<file path="config.mk">
export PLATFORM = sky130hd
export DESIGN_NAME = gpio_ports_pin_readback_pod
export DESIGN_NICKNAME = d
export VERILOG_FILES = /design/src/gpio_pkg.sv /design/src/pin_level_sync.sv /design/src/gpio_ports_pin_readback_pod.sv
export SDC_FILE = /design/constraint.sdc
export NUM_CORES = 1
export LEC_CHECK = 0
export BUFFER_PORTS_ARGS = -buffer_cell sky130_fd_sc_hd__buf_2
export CAP_MARGIN = 20
export CORE_ASPECT_RATIO = 1.5
export CORE_MARGIN = 4
export CORE_UTILIZATION = 40
export CTS_CLUSTER_SIZE = 10
export DETAILED_ROUTE_END_ITERATION = 10
export PLACE_DENSITY = 0.7
export SETUP_SLACK_MARGIN = 0.5
export SLEW_MARGIN = 20
export SYNTH_ARGS = -nofsm -noshare
export SYNTH_HDL_FRONTEND = slang
export SYNTH_SLANG_ARGS = --single-unit
</file>
<file path="constraint.sdc">
create_clock -name clock_i -period 1.4 [get_ports clock_i]
set_input_delay 0 -clock clock_i [delete_from_list [all_inputs] [get_ports clock_i]]
set_output_delay 0 -clock clock_i [all_outputs]
set_load 0.01 [all_outputs]
</file>
<file path="src/gpio_pkg.sv">
// constants, register map and carrier types for the port j/k/l pin logic
package gpio_pkg;

  // ==========================================================================
  // register map (halfword addresses on the peripheral bus)
  // ==========================================================================
  localparam logic [31:0] PORT_L_OUTPUT_LATCH_ADDR = 32'hFFFFF75E;
  localparam logic [31:0] PORT_K_OUTPUT_LATCH_ADDR = 32'hFFFFF778;
  localparam logic [31:0] PORT_J_PIN_LEVELS_ADDR   = 32'hFFFFF786;
  localparam logic [31:0] PORT_L_PIN_LEVELS_ADDR   = 32'hFFFFF788;

  // ==========================================================================
  // widths and field positions
  // ==========================================================================
  localparam int unsigned REG_W      = 16;
  localparam int unsigned PORT_J_W   = 16;
  localparam int unsigned PORT_K_W   = 16;
  localparam int unsigned PORT_L_W   = 14;
  localparam int unsigned ADDR_PIN_W = 21;
  localparam int unsigned DATA_PIN_W = 16;
  localparam int unsigned BUS_PIN_W  = ADDR_PIN_W + DATA_PIN_W;

  // byte lanes of a 16-bit register
  localparam int unsigned LANE_LO_LSB = 0;
  localparam int unsigned LANE_LO_MSB = 7;
  localparam int unsigned LANE_HI_LSB = 8;
  localparam int unsigned LANE_HI_MSB = 15;
  localparam int unsigned BE_LO       = 0;
  localparam int unsigned BE_HI       = 1;

  // port l upper bits are reserved
  localparam int unsigned PORT_L_RSVD_LSB = 14;
  localparam int unsigned PORT_L_RSVD_MSB = 15;
  localparam int unsigned PORT_L_TOP_BIT  = 13;

  // ==========================================================================
  // reset values
  // ==========================================================================
  localparam logic [15:0] LATCH_RESET   = 16'h0000;
  localparam logic [15:0] RDATA_IDLE    = 16'h0000;
  localparam logic [1:0]  PORT_L_RSVD_V = 2'h0;

  // ==========================================================================
  // carrier types
  // ==========================================================================
  typedef struct packed {
    logic [31:0] addr;
    logic [15:0] wdata;
    logic [1:0]  be;
    logic        we;
    logic        re;
  } reg_req_t;

  typedef struct packed {
    logic [BUS_PIN_W-1:0] data;
    logic [BUS_PIN_W-1:0] gpio_out_sel;
  } bus_gpio_t;

endpackage

</file>
<file path="src/pin_level_sync.sv">
// two-stage synchroniser for asynchronous pin levels
`timescale 1ns/1ns

module pin_level_sync #(
  parameter int unsigned WIDTH = 16
) (
  // clock and freeze
  input  wire logic             clock_i,
  input  wire logic             ce_i,
  // pin levels in, synchronised levels out
  input  wire logic [WIDTH-1:0] async_i,
  output logic      [WIDTH-1:0] sync_o
);

  // ==========================================================================
  // stages
  // ==========================================================================
  logic [WIDTH-1:0] meta_q;

  // no reset on purpose: the levels follow the pins from the first edges on
  always_ff @(posedge clock_i) begin
    if (ce_i) begin
      meta_q <= async_i;
      sync_o <= meta_q;
    end
  end

endmodule

</file>
<file path="src/gpio_ports_pin_readback_pod.sv">
// port j pin levels, port k latch, port l latch and pin levels, bus output disable
`timescale 1ns/1ns

module gpio_ports_pin_readback_pod (
  // clock, reset, freeze
  input  wire logic                                clock_i,
  input  wire logic                                srst_i,
  input  wire logic                                ce_i,
  // register port
  input  wire gpio_pkg::reg_req_t                  req_i,
  output logic      [gpio_pkg::REG_W-1:0]          rdata_o,
  // port j pins
  input  wire logic [gpio_pkg::PORT_J_W-1:0]       port_j_pin_i,
  // port k pins and pin function controls
  input  wire logic [gpio_pkg::PORT_K_W-1:0]       port_k_pin_i,
  input  wire logic [gpio_pkg::PORT_K_W-1:0]       port_k_direction_bit_i,
  input  wire logic [gpio_pkg::PORT_K_W-1:0]       port_k_gpio_sel_i,
  output logic      [gpio_pkg::PORT_K_W-1:0]       port_k_pin_o,
  output logic      [gpio_pkg::PORT_K_W-1:0]       port_k_pin_oe_o,
  // port l pins and pin function controls
  input  wire logic [gpio_pkg::PORT_L_W-1:0]       port_l_pin_i,
  input  wire logic [gpio_pkg::PORT_L_W-1:0]       port_l_direction_bit_i,
  input  wire logic [gpio_pkg::PORT_L_W-1:0]       port_l_gpio_sel_i,
  output logic      [gpio_pkg::PORT_L_W-1:0]       port_l_pin_o,
  output logic      [gpio_pkg::PORT_L_W-1:0]       port_l_pin_oe_o,
  // address and data bus pins used as general outputs
  input  wire logic                                bus_output_disable_pin_n_i,
  input  wire gpio_pkg::bus_gpio_t                 bus_gpio_i,
  output logic      [gpio_pkg::BUS_PIN_W-1:0]      bus_pin_o,
  output logic      [gpio_pkg::BUS_PIN_W-1:0]      bus_pin_oe_o
);

  // ==========================================================================
  // declarations
  // ==========================================================================
  logic [gpio_pkg::REG_W-1:0]     port_k_output_latch_q;
  logic [gpio_pkg::PORT_L_W-1:0]  port_l_latch_bits_q;
  logic [gpio_pkg::PORT_J_W-1:0]  port_j_level_bits;
  logic [gpio_pkg::PORT_K_W-1:0]  port_k_pin_sync;
  logic [gpio_pkg::PORT_L_W-1:0]  port_l_level_bits;
  logic [gpio_pkg::REG_W-1:0]     port_j_pin_levels;
  logic [gpio_pkg::REG_W-1:0]     port_l_pin_levels;
  logic [gpio_pkg::REG_W-1:0]     port_l_output_latch;
  logic [gpio_pkg::PORT_K_W-1:0]  port_k_read;
  logic [gpio_pkg::PORT_L_W-1:0]  port_l_read;
  logic [gpio_pkg::REG_W-1:0]     rdata_d;
  logic                           hit_j_pins;
  logic                           hit_k_latch;
  logic                           hit_l_latch;
  logic                           hit_l_pins;
  logic                           wr_lo;
  logic                           wr_hi;

  // ==========================================================================
  // pin level synchronisers
  // ==========================================================================
  // pins may change at any time; only the second stage reaches the read path
  pin_level_sync #(
    .WIDTH   (gpio_pkg::PORT_J_W)
  ) u_sync_j (
    .clock_i (clock_i),
    .ce_i    (ce_i),
    .async_i (port_j_pin_i),
    .sync_o  (port_j_level_bits)
  );

  pin_level_sync #(
    .WIDTH   (gpio_pkg::PORT_K_W)
  ) u_sync_k (
    .clock_i (clock_i),
    .ce_i    (ce_i),
    .async_i (port_k_pin_i),
    .sync_o  (port_k_pin_sync)
  );

  pin_level_sync #(
    .WIDTH   (gpio_pkg::PORT_L_W)
  ) u_sync_l (
    .clock_i (clock_i),
    .ce_i    (ce_i),
    .async_i (port_l_pin_i),
    .sync_o  (port_l_level_bits)
  );

  // ==========================================================================
  // address decode
  // ==========================================================================
  // halfword registers: address bit 0 is ignored, lanes pick the byte
  assign hit_j_pins  = req_i.addr[31:1] == gpio_pkg::PORT_J_PIN_LEVELS_ADDR[31:1];
  assign hit_k_latch = req_i.addr[31:1] == gpio_pkg::PORT_K_OUTPUT_LATCH_ADDR[31:1];
  assign hit_l_latch = req_i.addr[31:1] == gpio_pkg::PORT_L_OUTPUT_LATCH_ADDR[31:1];
  assign hit_l_pins  = req_i.addr[31:1] == gpio_pkg::PORT_L_PIN_LEVELS_ADDR[31:1];

  assign wr_lo = ce_i && req_i.we && req_i.be[gpio_pkg::BE_LO];
  assign wr_hi = ce_i && req_i.we && req_i.be[gpio_pkg::BE_HI];

  // ==========================================================================
  // port k output latch
  // ==========================================================================
  // stored on every write whatever the pin function; only the pin driver and the read
  // selection look at direction. srst_i stands for power-on and hardware standby clearing.
  always_ff @(posedge clock_i) begin
    if (srst_i) begin
      port_k_output_latch_q <= gpio_pkg::LATCH_RESET;
    end else if (hit_k_latch) begin
      if (wr_lo) begin
        port_k_output_latch_q[gpio_pkg::LANE_LO_MSB:gpio_pkg::LANE_LO_LSB]
          <= req_i.wdata[gpio_pkg::LANE_LO_MSB:gpio_pkg::LANE_LO_LSB];
      end
      if (wr_hi) begin
        port_k_output_latch_q[gpio_pkg::LANE_HI_MSB:gpio_pkg::LANE_HI_LSB]
          <= req_i.wdata[gpio_pkg::LANE_HI_MSB:gpio_pkg::LANE_HI_LSB];
      end
    end
  end

  // ==========================================================================
  // port l output latch
  // ==========================================================================
  // reserved bits 15:14 are not stored, so a stray write cannot show up
  always_ff @(posedge clock_i) begin
    if (srst_i) begin
      port_l_latch_bits_q <= gpio_pkg::LATCH_RESET[gpio_pkg::PORT_L_W-1:0];
    end else if (hit_l_latch) begin
      if (wr_lo) begin
        port_l_latch_bits_q[gpio_pkg::LANE_LO_MSB:gpio_pkg::LANE_LO_LSB]
          <= req_i.wdata[gpio_pkg::LANE_LO_MSB:gpio_pkg::LANE_LO_LSB];
      end
      if (wr_hi) begin
        port_l_latch_bits_q[gpio_pkg::PORT_L_TOP_BIT:gpio_pkg::LANE_HI_LSB]
          <= req_i.wdata[gpio_pkg::PORT_L_TOP_BIT:gpio_pkg::LANE_HI_LSB];
      end
    end
  end

  // ==========================================================================
  // read selection per bit
  // ==========================================================================
  for (genvar b = 0; b < gpio_pkg::PORT_K_W; b++) begin : g_k_read
    assign port_k_read[b] = port_k_direction_bit_i[b] ? port_k_output_latch_q[b]
                                                      : port_k_pin_sync[b];
  end

  for (genvar b = 0; b < gpio_pkg::PORT_L_W; b++) begin : g_l_read
    assign port_l_read[b] = port_l_direction_bit_i[b] ? port_l_latch_bits_q[b]
                                                      : port_l_level_bits[b];
  end

  assign port_j_pin_levels   = port_j_level_bits;
  assign port_l_pin_levels   = {gpio_pkg::PORT_L_RSVD_V, port_l_level_bits};
  assign port_l_output_latch = {gpio_pkg::PORT_L_RSVD_V, port_l_read};

  // ==========================================================================
  // read data
  // ==========================================================================
  // pin level registers have no write path at all, so writes fall away
  always_comb begin
    rdata_d = gpio_pkg::RDATA_IDLE;
    if (req_i.re) begin
      if (hit_j_pins) begin
        rdata_d = port_j_pin_levels;
      end else if (hit_k_latch) begin
        rdata_d = port_k_read;
      end else if (hit_l_latch) begin
        rdata_d = port_l_output_latch;
      end else if (hit_l_pins) begin
        rdata_d = port_l_pin_levels;
      end
    end
  end

  // whole halfword returned for byte reads too; master picks its lane
  always_ff @(posedge clock_i) begin
    if (srst_i) begin
      rdata_o <= gpio_pkg::RDATA_IDLE;
    end else if (ce_i) begin
      rdata_o <= rdata_d;
    end
  end

  // ==========================================================================
  // port k and l pin drivers
  // ==========================================================================
  // drive only for general output; other functions leave the pin to their owner
  always_ff @(posedge clock_i) begin
    if (srst_i) begin
      port_k_pin_o    <= gpio_pkg::LATCH_RESET;
      port_k_pin_oe_o <= gpio_pkg::LATCH_RESET;
    end else if (ce_i) begin
      port_k_pin_o    <= port_k_output_latch_q;
      port_k_pin_oe_o <= port_k_direction_bit_i & port_k_gpio_sel_i;
    end
  end

  always_ff @(posedge clock_i) begin
    if (srst_i) begin
      port_l_pin_o    <= gpio_pkg::LATCH_RESET[gpio_pkg::PORT_L_W-1:0];
      port_l_pin_oe_o <= gpio_pkg::LATCH_RESET[gpio_pkg::PORT_L_W-1:0];
    end else if (ce_i) begin
      port_l_pin_o    <= port_l_latch_bits_q;
      port_l_pin_oe_o <= port_l_direction_bit_i & port_l_gpio_sel_i;
    end
  end

  // ==========================================================================
  // bus pin output disable
  // ==========================================================================
  // deliberately unclocked: the disable pin must float the bus pins even with
  // the clock stopped, so it bypasses the synchronisers
  assign bus_pin_o    = bus_gpio_i.data;
  assign bus_pin_oe_o = bus_gpio_i.gpio_out_sel
                      & {gpio_pkg::BUS_PIN_W{bus_output_disable_pin_n_i}};
endmodule

</file>
==> metrics.csv, run 1 <==
stage;metric;value;unit
worst_hold_path;hold_path_depth;0;
die;floorplan.initialDensity;40.5;%
global_route;grt_start_max_net_pins;99;
worst_setup_path;cpMaxStageDelayCell;a2111oi_1;
route;drt_pass1_iterations;5;
sta;setup_tns;-65.4;ps
global_route;grt_pass1_vias;8075;
clock_tree;clk_latency;450;ps
placed_design;place_area;10100;um2
placed_design;io_buffers;310;
worst_hold_path;min_path_type;input pin to output port;
die;die_h;184;um
synth;ys_seq_elements;198;
flow_run;drv_cap;0;
synth;synth.largest_area_cell;edfxtp_1;
sta;hold_viol;0;
sta;slew_headroom;62.0;%
worst_setup_path;r2r-start;u_sync_l.sync_o[1]$_DFFE_PP_;
clock_tree;cts_root_buffer;clkbuf_16;
sta;finalCritPeriodShare;105;%
synth;synth.avg_cell_area;11.4;um2
route;via_count;8009;
worst_setup_path;critPathBufInv;0;
synth;synth_xor_area_share;0;%
synth;syn_nets;959;
synth;synth-edff-count;92;
worst_setup_path;cp_top_family;compound AO/OA/AOI/OAI gates;
synth;syn-cell-area;8230;um2
synth;synthMuxAreaShare;7.29;%
pwr;peakVddDrop;0.000820;V
route;drtIter0Drc;633;
sta;holdWs;0.00393;ps
worst_hold_path;whs_endpoint;bus_pin_o[12];
clock_tree;cts_buffers;17;
sta;final-setup-viol-count;1;
synth;synth_fa_ha_area_share;0;%
die;die_w;125;um
clock_tree;clock-sinks;198;
worst_setup_path;end_kind;flip-flop;
global_route;grt_pass1_wl;47500;um
route;drcViolationCount;0;
sta;layout_setup_ws;-65.4;ps
sta;fin_worst_skew;14.2;ps
synth;synth.most_common_cell;dfxtp_1;
synth;synth_compound_area_share;9.97;%
die;rows;64;
worst_setup_path;critPathArrivalTime;1770;ps
die;dieArea;23000;um2
worst_setup_path;worstRegToRegCells;4;
global_route;overflow;0;
cells_and_area;fill_cells;1446;
cells_and_area;regArea;4980;um2
worst_hold_path;hold_start;bus_gpio_i[49];
clock_tree;clock_path_buffers;2;
synth;synth_cells;723;
sta;fin_crit;1470;ps
run_status;violations;negative setup slack;
die;io_pins;386;
global_route;grt_use_total;27.4;%
worst_setup_path;path_cells;mux2i_1, nor3_1, a2111oi_1, o31ai_1;
synth;yosysTopAreaCellShare;33.6;%
sta;fmax;682;MHz
clock_tree;clk_pin_slew;80;ps
synth;synthSimpleGateAreaFrac;17.0;%
route;wl_per_cell;23.5;um
cells_and_area;drive_above_1_share;49.4;%
synth;yosysWarnings;0;
pwr;power_density;962;nW/um2
worst_setup_path;r2r-end;rdata_o[1]$_SDFFE_PP0P_;
synth;synth_top_family_by_area;simple AND/OR/NAND/NOR gates;
synth;synth-async-reset-ratio;0;%
synth;yosysSeqAreaShare;59.3;%
synth;yosys-top-cells-count;dfxtp_1, edfxtp_1, a21oi_1, mux2i_1, nor2_1;
pwr;finalPower;12.8;mW
worst_setup_path;criticalPathCategory;flip-flop to flip-flop;
route;viasPerCell;5.56;
worst_setup_path;critical_path_required;1700;ps
sta;rsz0062_at_grt;true;
placed_design;dp_hpwl;21300;um
cells_and_area;design_area;13300;um2
route;drtAntennaViolNets;0;
synth;synthTopCellsByArea;edfxtp_1, dfxtp_1, mux2i_1, a21oi_1, buf_4;
cells_and_area;multi_input_area;3370;um2
cells_and_area;area_delta_synth_final;61.7;%
die;core_area;20300;um2
worst_setup_path;path_max_fanout;2;
global_route;antenna_found_initial;3;
clock_tree;htree_levels;4;
run_status;run_status;finished with violations;
cells_and_area;fin_nets;1398;
synth;synth_cell_types;36;
pwr;p_leak;5.38;nW
worst_setup_path;start_kind;flip-flop;
worst_setup_path;slowest_delay;490;ps
sta;drv_slew;0;
synth;ys.flop_type;dfxtp_1;
sta;tightest_slew;570;ps
worst_setup_path;rrSetupSlack;-70;ps
placed_design;gp_congestion;0.887;
route;totalWireLength;33800;um
clock_tree;cts_tree;built;
## what timing repair did
action	CTS	global route
pin swaps	53	8
setup endpoints to repair	119	118
setup buffers	16	9
hold buffers	124	0
cloned	3	0
resized for setup	226	55
endpoints found under the hold margin	111	0
## power breakdown
part	total (mW)	internal [mW]	leakage, nW	switching [mW]
Combinational	1.36	0.728	3.29	0.634
Sequential	6.42	6.32	1.80	0.106
Clock	5.02	2.60	0.296	2.43
Total	12.8	9.64	5.38	3.17
## worst max path at each step
stage,cells past startpoint,slack [ps],startpoint,end
floorplan,5,90,req_i[31],port_k_output_latch_q[15]$_SDFFE_PP0P_
global placement,7,-270,req_i[23],rdata_o[12]$_SDFFE_PP0P_
detailed placement,7,-290,req_i[26],rdata_o[12]$_SDFFE_PP0P_
CTS,4,130,u_sync_l.sync_o[0]$_DFFE_PP_,rdata_o[0]$_SDFFE_PP0P_
global route,4,-160,u_sync_l.sync_o[1]$_DFFE_PP_,rdata_o[1]$_SDFFE_PP0P_
finish,4,-70,u_sync_l.sync_o[1]$_DFFE_PP_,rdata_o[1]$_SDFFE_PP0P_
## metal layers
metal  global-route usage [%]  wire (um)
met1                     29.5      11800
met3                     4.39       2240
met4                     18.8       2640
met5                        0          0
met2                     49.0      17100
## placed cells by master (no fill, tap or decap), drive strengths merged
master	Yosys	final
nor4bb	1	1
a2111oi	14	14
o31ai	44	44
nand2b	32	32
diode	0	1
o2111ai	2	2
and2	38	38
dlygate4sd3	0	124
and4b	1	1
inv	2	8
mux2i	60	60
nand4b	3	3
nand2	14	14
or2	2	2
nand3	32	32
or4	1	1
or4b	1	1
buf	59	385
dfxtp	106	106
bufinv	0	1
nor3	36	36
nor2	48	48
clkbuf	31	19
nand3b	1	1
nand4bb	1	1
edfxtp	92	92
nand4	35	35
a21oi	62	62
clkinv	0	7
or3	4	4
nor4	1	1
## through the flow
step                util, %  setup WS, ps  cells
floorplan                 -          90.1    723
global placement       49.5          -274   1255
detailed placement     49.5          -290   1255
CTS                    63.7           128   1430
global route           65.4          -156   1439
finish                 65.5         -65.4   1440
## sequential cells by signal (all words and copies together) (netlist names)
name                   count
u_sync_k.meta_q           16
u_sync_j.sync_o           16
port_k_output_latch_q     16
u_sync_l.sync_o           14
port_l_pin_o              14
port_l_pin_oe_o           14
port_k_pin_oe_o           16
port_k_pin_o              16
u_sync_l.meta_q           14
port_l_latch_bits_q       14
u_sync_k.sync_o           16
rdata_o                   16
u_sync_j.meta_q           16
## cell families after synthesis
family / Yosys count
AOI/OAI and AO/OA: 122
buffers and inverters: 92
DFF: 198
muxes: 60
and+or+nand+nor: 251
## cell type report
| type | count | share of cell area, % |
|---|---|---|
| Sequential cell | 198 | 37.4 |
| Timing Repair Buffer | 510 | 30.1 |
| Multi-Input combinational cell | 433 | 25.3 |
| Clock buffer | 18 | 3.30 |
| Tap cell | 264 | 2.48 |
| Clock inverter | 14 | 1.24 |
| Inverter | 2 | 0.0564 |
| Antenna cell | 1 | 0.0188 |
## worst reg2reg max path, cell delays in order, from the launching register on
cell	delay (ps)
edfxtp_1	430
mux2i_1	190
nor3_1	70
a2111oi_1	490
o31ai_1	140
No activity file was read; power rests on OpenSTA's default activity.
==> run 2: changes to the inputs <==
==> constraint.sdc (replaced) <==
create_clock -name clock_i -period 1.4 [get_ports clock_i]
set_input_delay 0 -clock clock_i [delete_from_list [all_inputs] [get_ports clock_i]]
set_output_delay 0 -clock clock_i [all_outputs]
set_load 0.005 [all_outputs]
==> run 2 against run 1 <==
Net effect:
- the run now ends clean
- register-to-register slack better by 180 ps
- maximum frequency is 14% higher
- via count is 1.8% lower
- utilization is 1.5 points lower
- final cell count is 0.49% lower
- non-clock buffer count is 9 lower
- critical path type unchanged
- largest cell class unchanged
==> metrics.csv, run 2 (synthesis results as in run 1) <==
stage;metric;value;unit;change
run_status;run_status;finished, final reports clean;;was finished with violations
cells_and_area;design_area;13000;um2;was 13300 um2
sta;final-setup-viol-count;0;;was 1
cells_and_area;final_cell_mix;buf_2, dlygate4sd3_1, edfxtp_1, dfxtp_2;;was buf_2, dlygate4sd3_1, edfxtp_1, buf_6, dfxtp_2
global_route;grt_pass1_vias;7955;;was 8075
die;floorplan.initialDensity;40.5;%;unchanged
worst_setup_path;startpoint;u_sync_l.sync_o[10]$_DFFE_PP_;;was u_sync_l.sync_o[1]$_DFFE_PP_
global_route;grt_pass1_wl;46200;um;was 47500 um
worst_hold_path;hold_path_depth;0;;unchanged
pwr;seqPwrFrac;50.5;%;was 50.1%
route;drcViolationCount;0;;unchanged
worst_setup_path;cpMaxStageDelayCell;edfxtp_1;;was a2111oi_1
clock_tree;cts_root_buffer;clkbuf_16;;unchanged
pwr;switchingPower;3.08;mW;was 3.17 mW
global_route;grt_use_total;26.5;%;was 27.4%
pwr;power_density;975;nW/um2;was 962 nW/um2
route;drtAntennaViolNets;0;;unchanged
global_route;antenna_found_initial;5;;was 3
pwr;p_int;9.61;mW;was 9.64 mW
sta;fin_crit;1290;ps;was 1470 ps
route;drtIter0Drc;694;;was 633
pwr;sw_frac_of_total;24.3;%;was 24.7%
global_route;grt_start_max_net_pins;99;;unchanged
worst_setup_path;worstRegToRegCells;4;;unchanged
sta;fmax;776;MHz;was 682 MHz
cells_and_area;area_delta_synth_final;58.0;%;was 61.7%
pwr;p_leak;5.33;nW;was 5.38 nW
clock_tree;cts_buffers;17;;unchanged
sta;rsz0062_at_grt;true;;unchanged
worst_setup_path;slowest_delay;430;ps;was 490 ps
sta;holdWs;0.00200;ps;was 0.00393 ps
route;viasPerCell;5.49;;was 5.56
clock_tree;clock-sinks;198;;unchanged
die;dieArea;23000;um2;unchanged
worst_setup_path;r2r-start;u_sync_l.sync_o[10]$_DFFE_PP_;;was u_sync_l.sync_o[1]$_DFFE_PP_
placed_design;dp_hpwl;21300;um;unchanged
placed_design;place_area;10100;um2;unchanged
worst_setup_path;r2r-end;rdata_o[10]$_SDFFE_PP0P_;;was rdata_o[1]$_SDFFE_PP0P_
placed_design;io_buffers;310;;unchanged
cells_and_area;fin_nets;1389;;was 1398
clock_tree;htree_levels;4;;unchanged
route;totalWireLength;32400;um;was 33800 um
pwr;peakVddDrop;0.000831;V;was 0.000820 V
sta;drv_slew;0;;unchanged
die;die_h;184;um;unchanged
die;io_pins;386;;unchanged
worst_setup_path;critPathArrivalTime;1620;ps;was 1770 ps
sta;fin_worst_skew;12.0;ps;was 14.2 ps
worst_hold_path;whs_endpoint;bus_pin_o[12];;unchanged
worst_setup_path;end_kind;flip-flop;;unchanged
placed_design;dp_cells;1255;;unchanged
placed_design;gp_congestion;0.887;;unchanged
sta;tightest_slew;575;ps;was 570 ps
route;drt_pass1_iterations;5;;unchanged
sta;finalCritPeriodShare;92.1;%;was 105%
sta;slew_headroom;61.7;%;was 62.0%
route;wl_per_cell;22.6;um;was 23.5 um
worst_setup_path;criticalPathCategory;flip-flop to flip-flop;;unchanged
cells_and_area;mostFrequentLayoutCell;buf_2;;unchanged
worst_setup_path;path_max_fanout;2;;unchanged
worst_setup_path;critical_path_required;1730;ps;was 1700 ps
placed_design;dp_slack;-290;ps;unchanged
cells_and_area;instances_no_fill;1433;;was 1440
worst_hold_path;hold_start;bus_gpio_i[49];;unchanged
die;rows;64;;unchanged
clock_tree;cts_tree;built;;unchanged
clock_tree;clock_path_buffers;2;;unchanged
worst_setup_path;rrSetupSlack;110;ps;was -70 ps
die;die_w;125;um;unchanged
flow_run;drv_cap;0;;unchanged
sta;layout_setup_ws;111;ps;was -65.4 ps
worst_hold_path;min_path_type;input pin to output port;;unchanged
global_route;overflow;0;;unchanged
worst_setup_path;start_kind;flip-flop;;unchanged
route;via_count;7866;;was 8009
worst_setup_path;path_cells;mux2i_1, nor3_2, a2111oi_4, o31ai_2;;was mux2i_1, nor3_1, a2111oi_1, o31ai_1
pwr;p_comb_share;10.1;%;was 10.6%
clock_tree;clk_latency;450;ps;about the same
pwr;power_frac_clock;39.3;%;was 39.2%
cells_and_area;drive_above_1_share;48.5;%;was 49.4%
die;core_area;20300;um2;unchanged
clock_tree;clk_pin_slew;80;ps;about the same
sta;hold_viol;0;;unchanged
-- run 2: timing repair --
action | 4_1_cts | 5_1_grt
hold buffers | 124 | 0
setup endpoints to repair | 87 | 111
setup buffers | 11 | 4
cloned | 3 | 1
hold endpoints to repair | 111 | 0
pin swaps | 53 | 18
gates resized for setup | 147 | 75
-- run 2: worst max-delay path by stage --
stage	endpoint	slack, ps	cells past startpoint
after detailed placement	rdata_o[12]$_SDFFE_PP0P_	-290	7
after floorplan	port_k_output_latch_q[15]$_SDFFE_PP0P_	90	5
final	rdata_o[10]$_SDFFE_PP0P_	110	4
after global routing	rdata_o[0]$_SDFFE_PP0P_	60	4
after CTS	rdata_o[0]$_SDFFE_PP0P_	130	4
after global placement	rdata_o[12]$_SDFFE_PP0P_	-270	7
-- run 2: layer usage --
layer | up-vias | global-route usage, % | share of wire (%)
met3 | 137 | 4.53 | 6.6
met4 | 0 | 16.9 | 6.8
met5 | - | 0 | 0
met1 | 3766 | 28.6 | 35
met2 | 466 | 47.9 | 52
li1 | 3497 | - | -
-- run 2: critical path, delay by kind of cell, from the launching register on --
family,cells,cell delay [ps]
muxes,1,220
AOI/OAI and AO/OA,2,440
and+or+nand+nor,1,90
DFF,1,430
-- run 2: layout make-up --
| class | instances | area (um2) |
|---|---|---|
| flip-flops and latches | 198 | 4980 |
| clock inverters | 14 | 165 |
| repair buffers | 501 | 3720 |
| diodes | 3 | 7.51 |
| clock buffers | 18 | 439 |
| multi-input cells | 433 | 3360 |
| fillers | 1510 | 7330 |
| inverters | 2 | 7.51 |
| well taps | 264 | 330 |
-- run 2: per-stage QoR --
step | setup TNS [ps] | utilization (%) | total power [mW]
final | 0 | 64.0 | 12.7
after global routing | 0 | 64.0 | 13.1
after CTS | 0 | 62.3 | 12.7
after detailed placement | -7260 | 49.5 | 7.42
after global placement | -6450 | 49.5 | 7.41
after floorplan | 0 | - | 6.88
-- run 2: power groups by stage --
stage | registers [mW] | clock network, mW | logic [mW]
detailed placement | 6.52 | 0 | 0.900
floorplan | 6.50 | 0 | 0.379
finish | 6.41 | 4.99 | 1.28
global placement | 6.52 | 0 | 0.897
global route | 6.43 | 5.30 | 1.37
CTS | 6.39 | 5.06 | 1.24
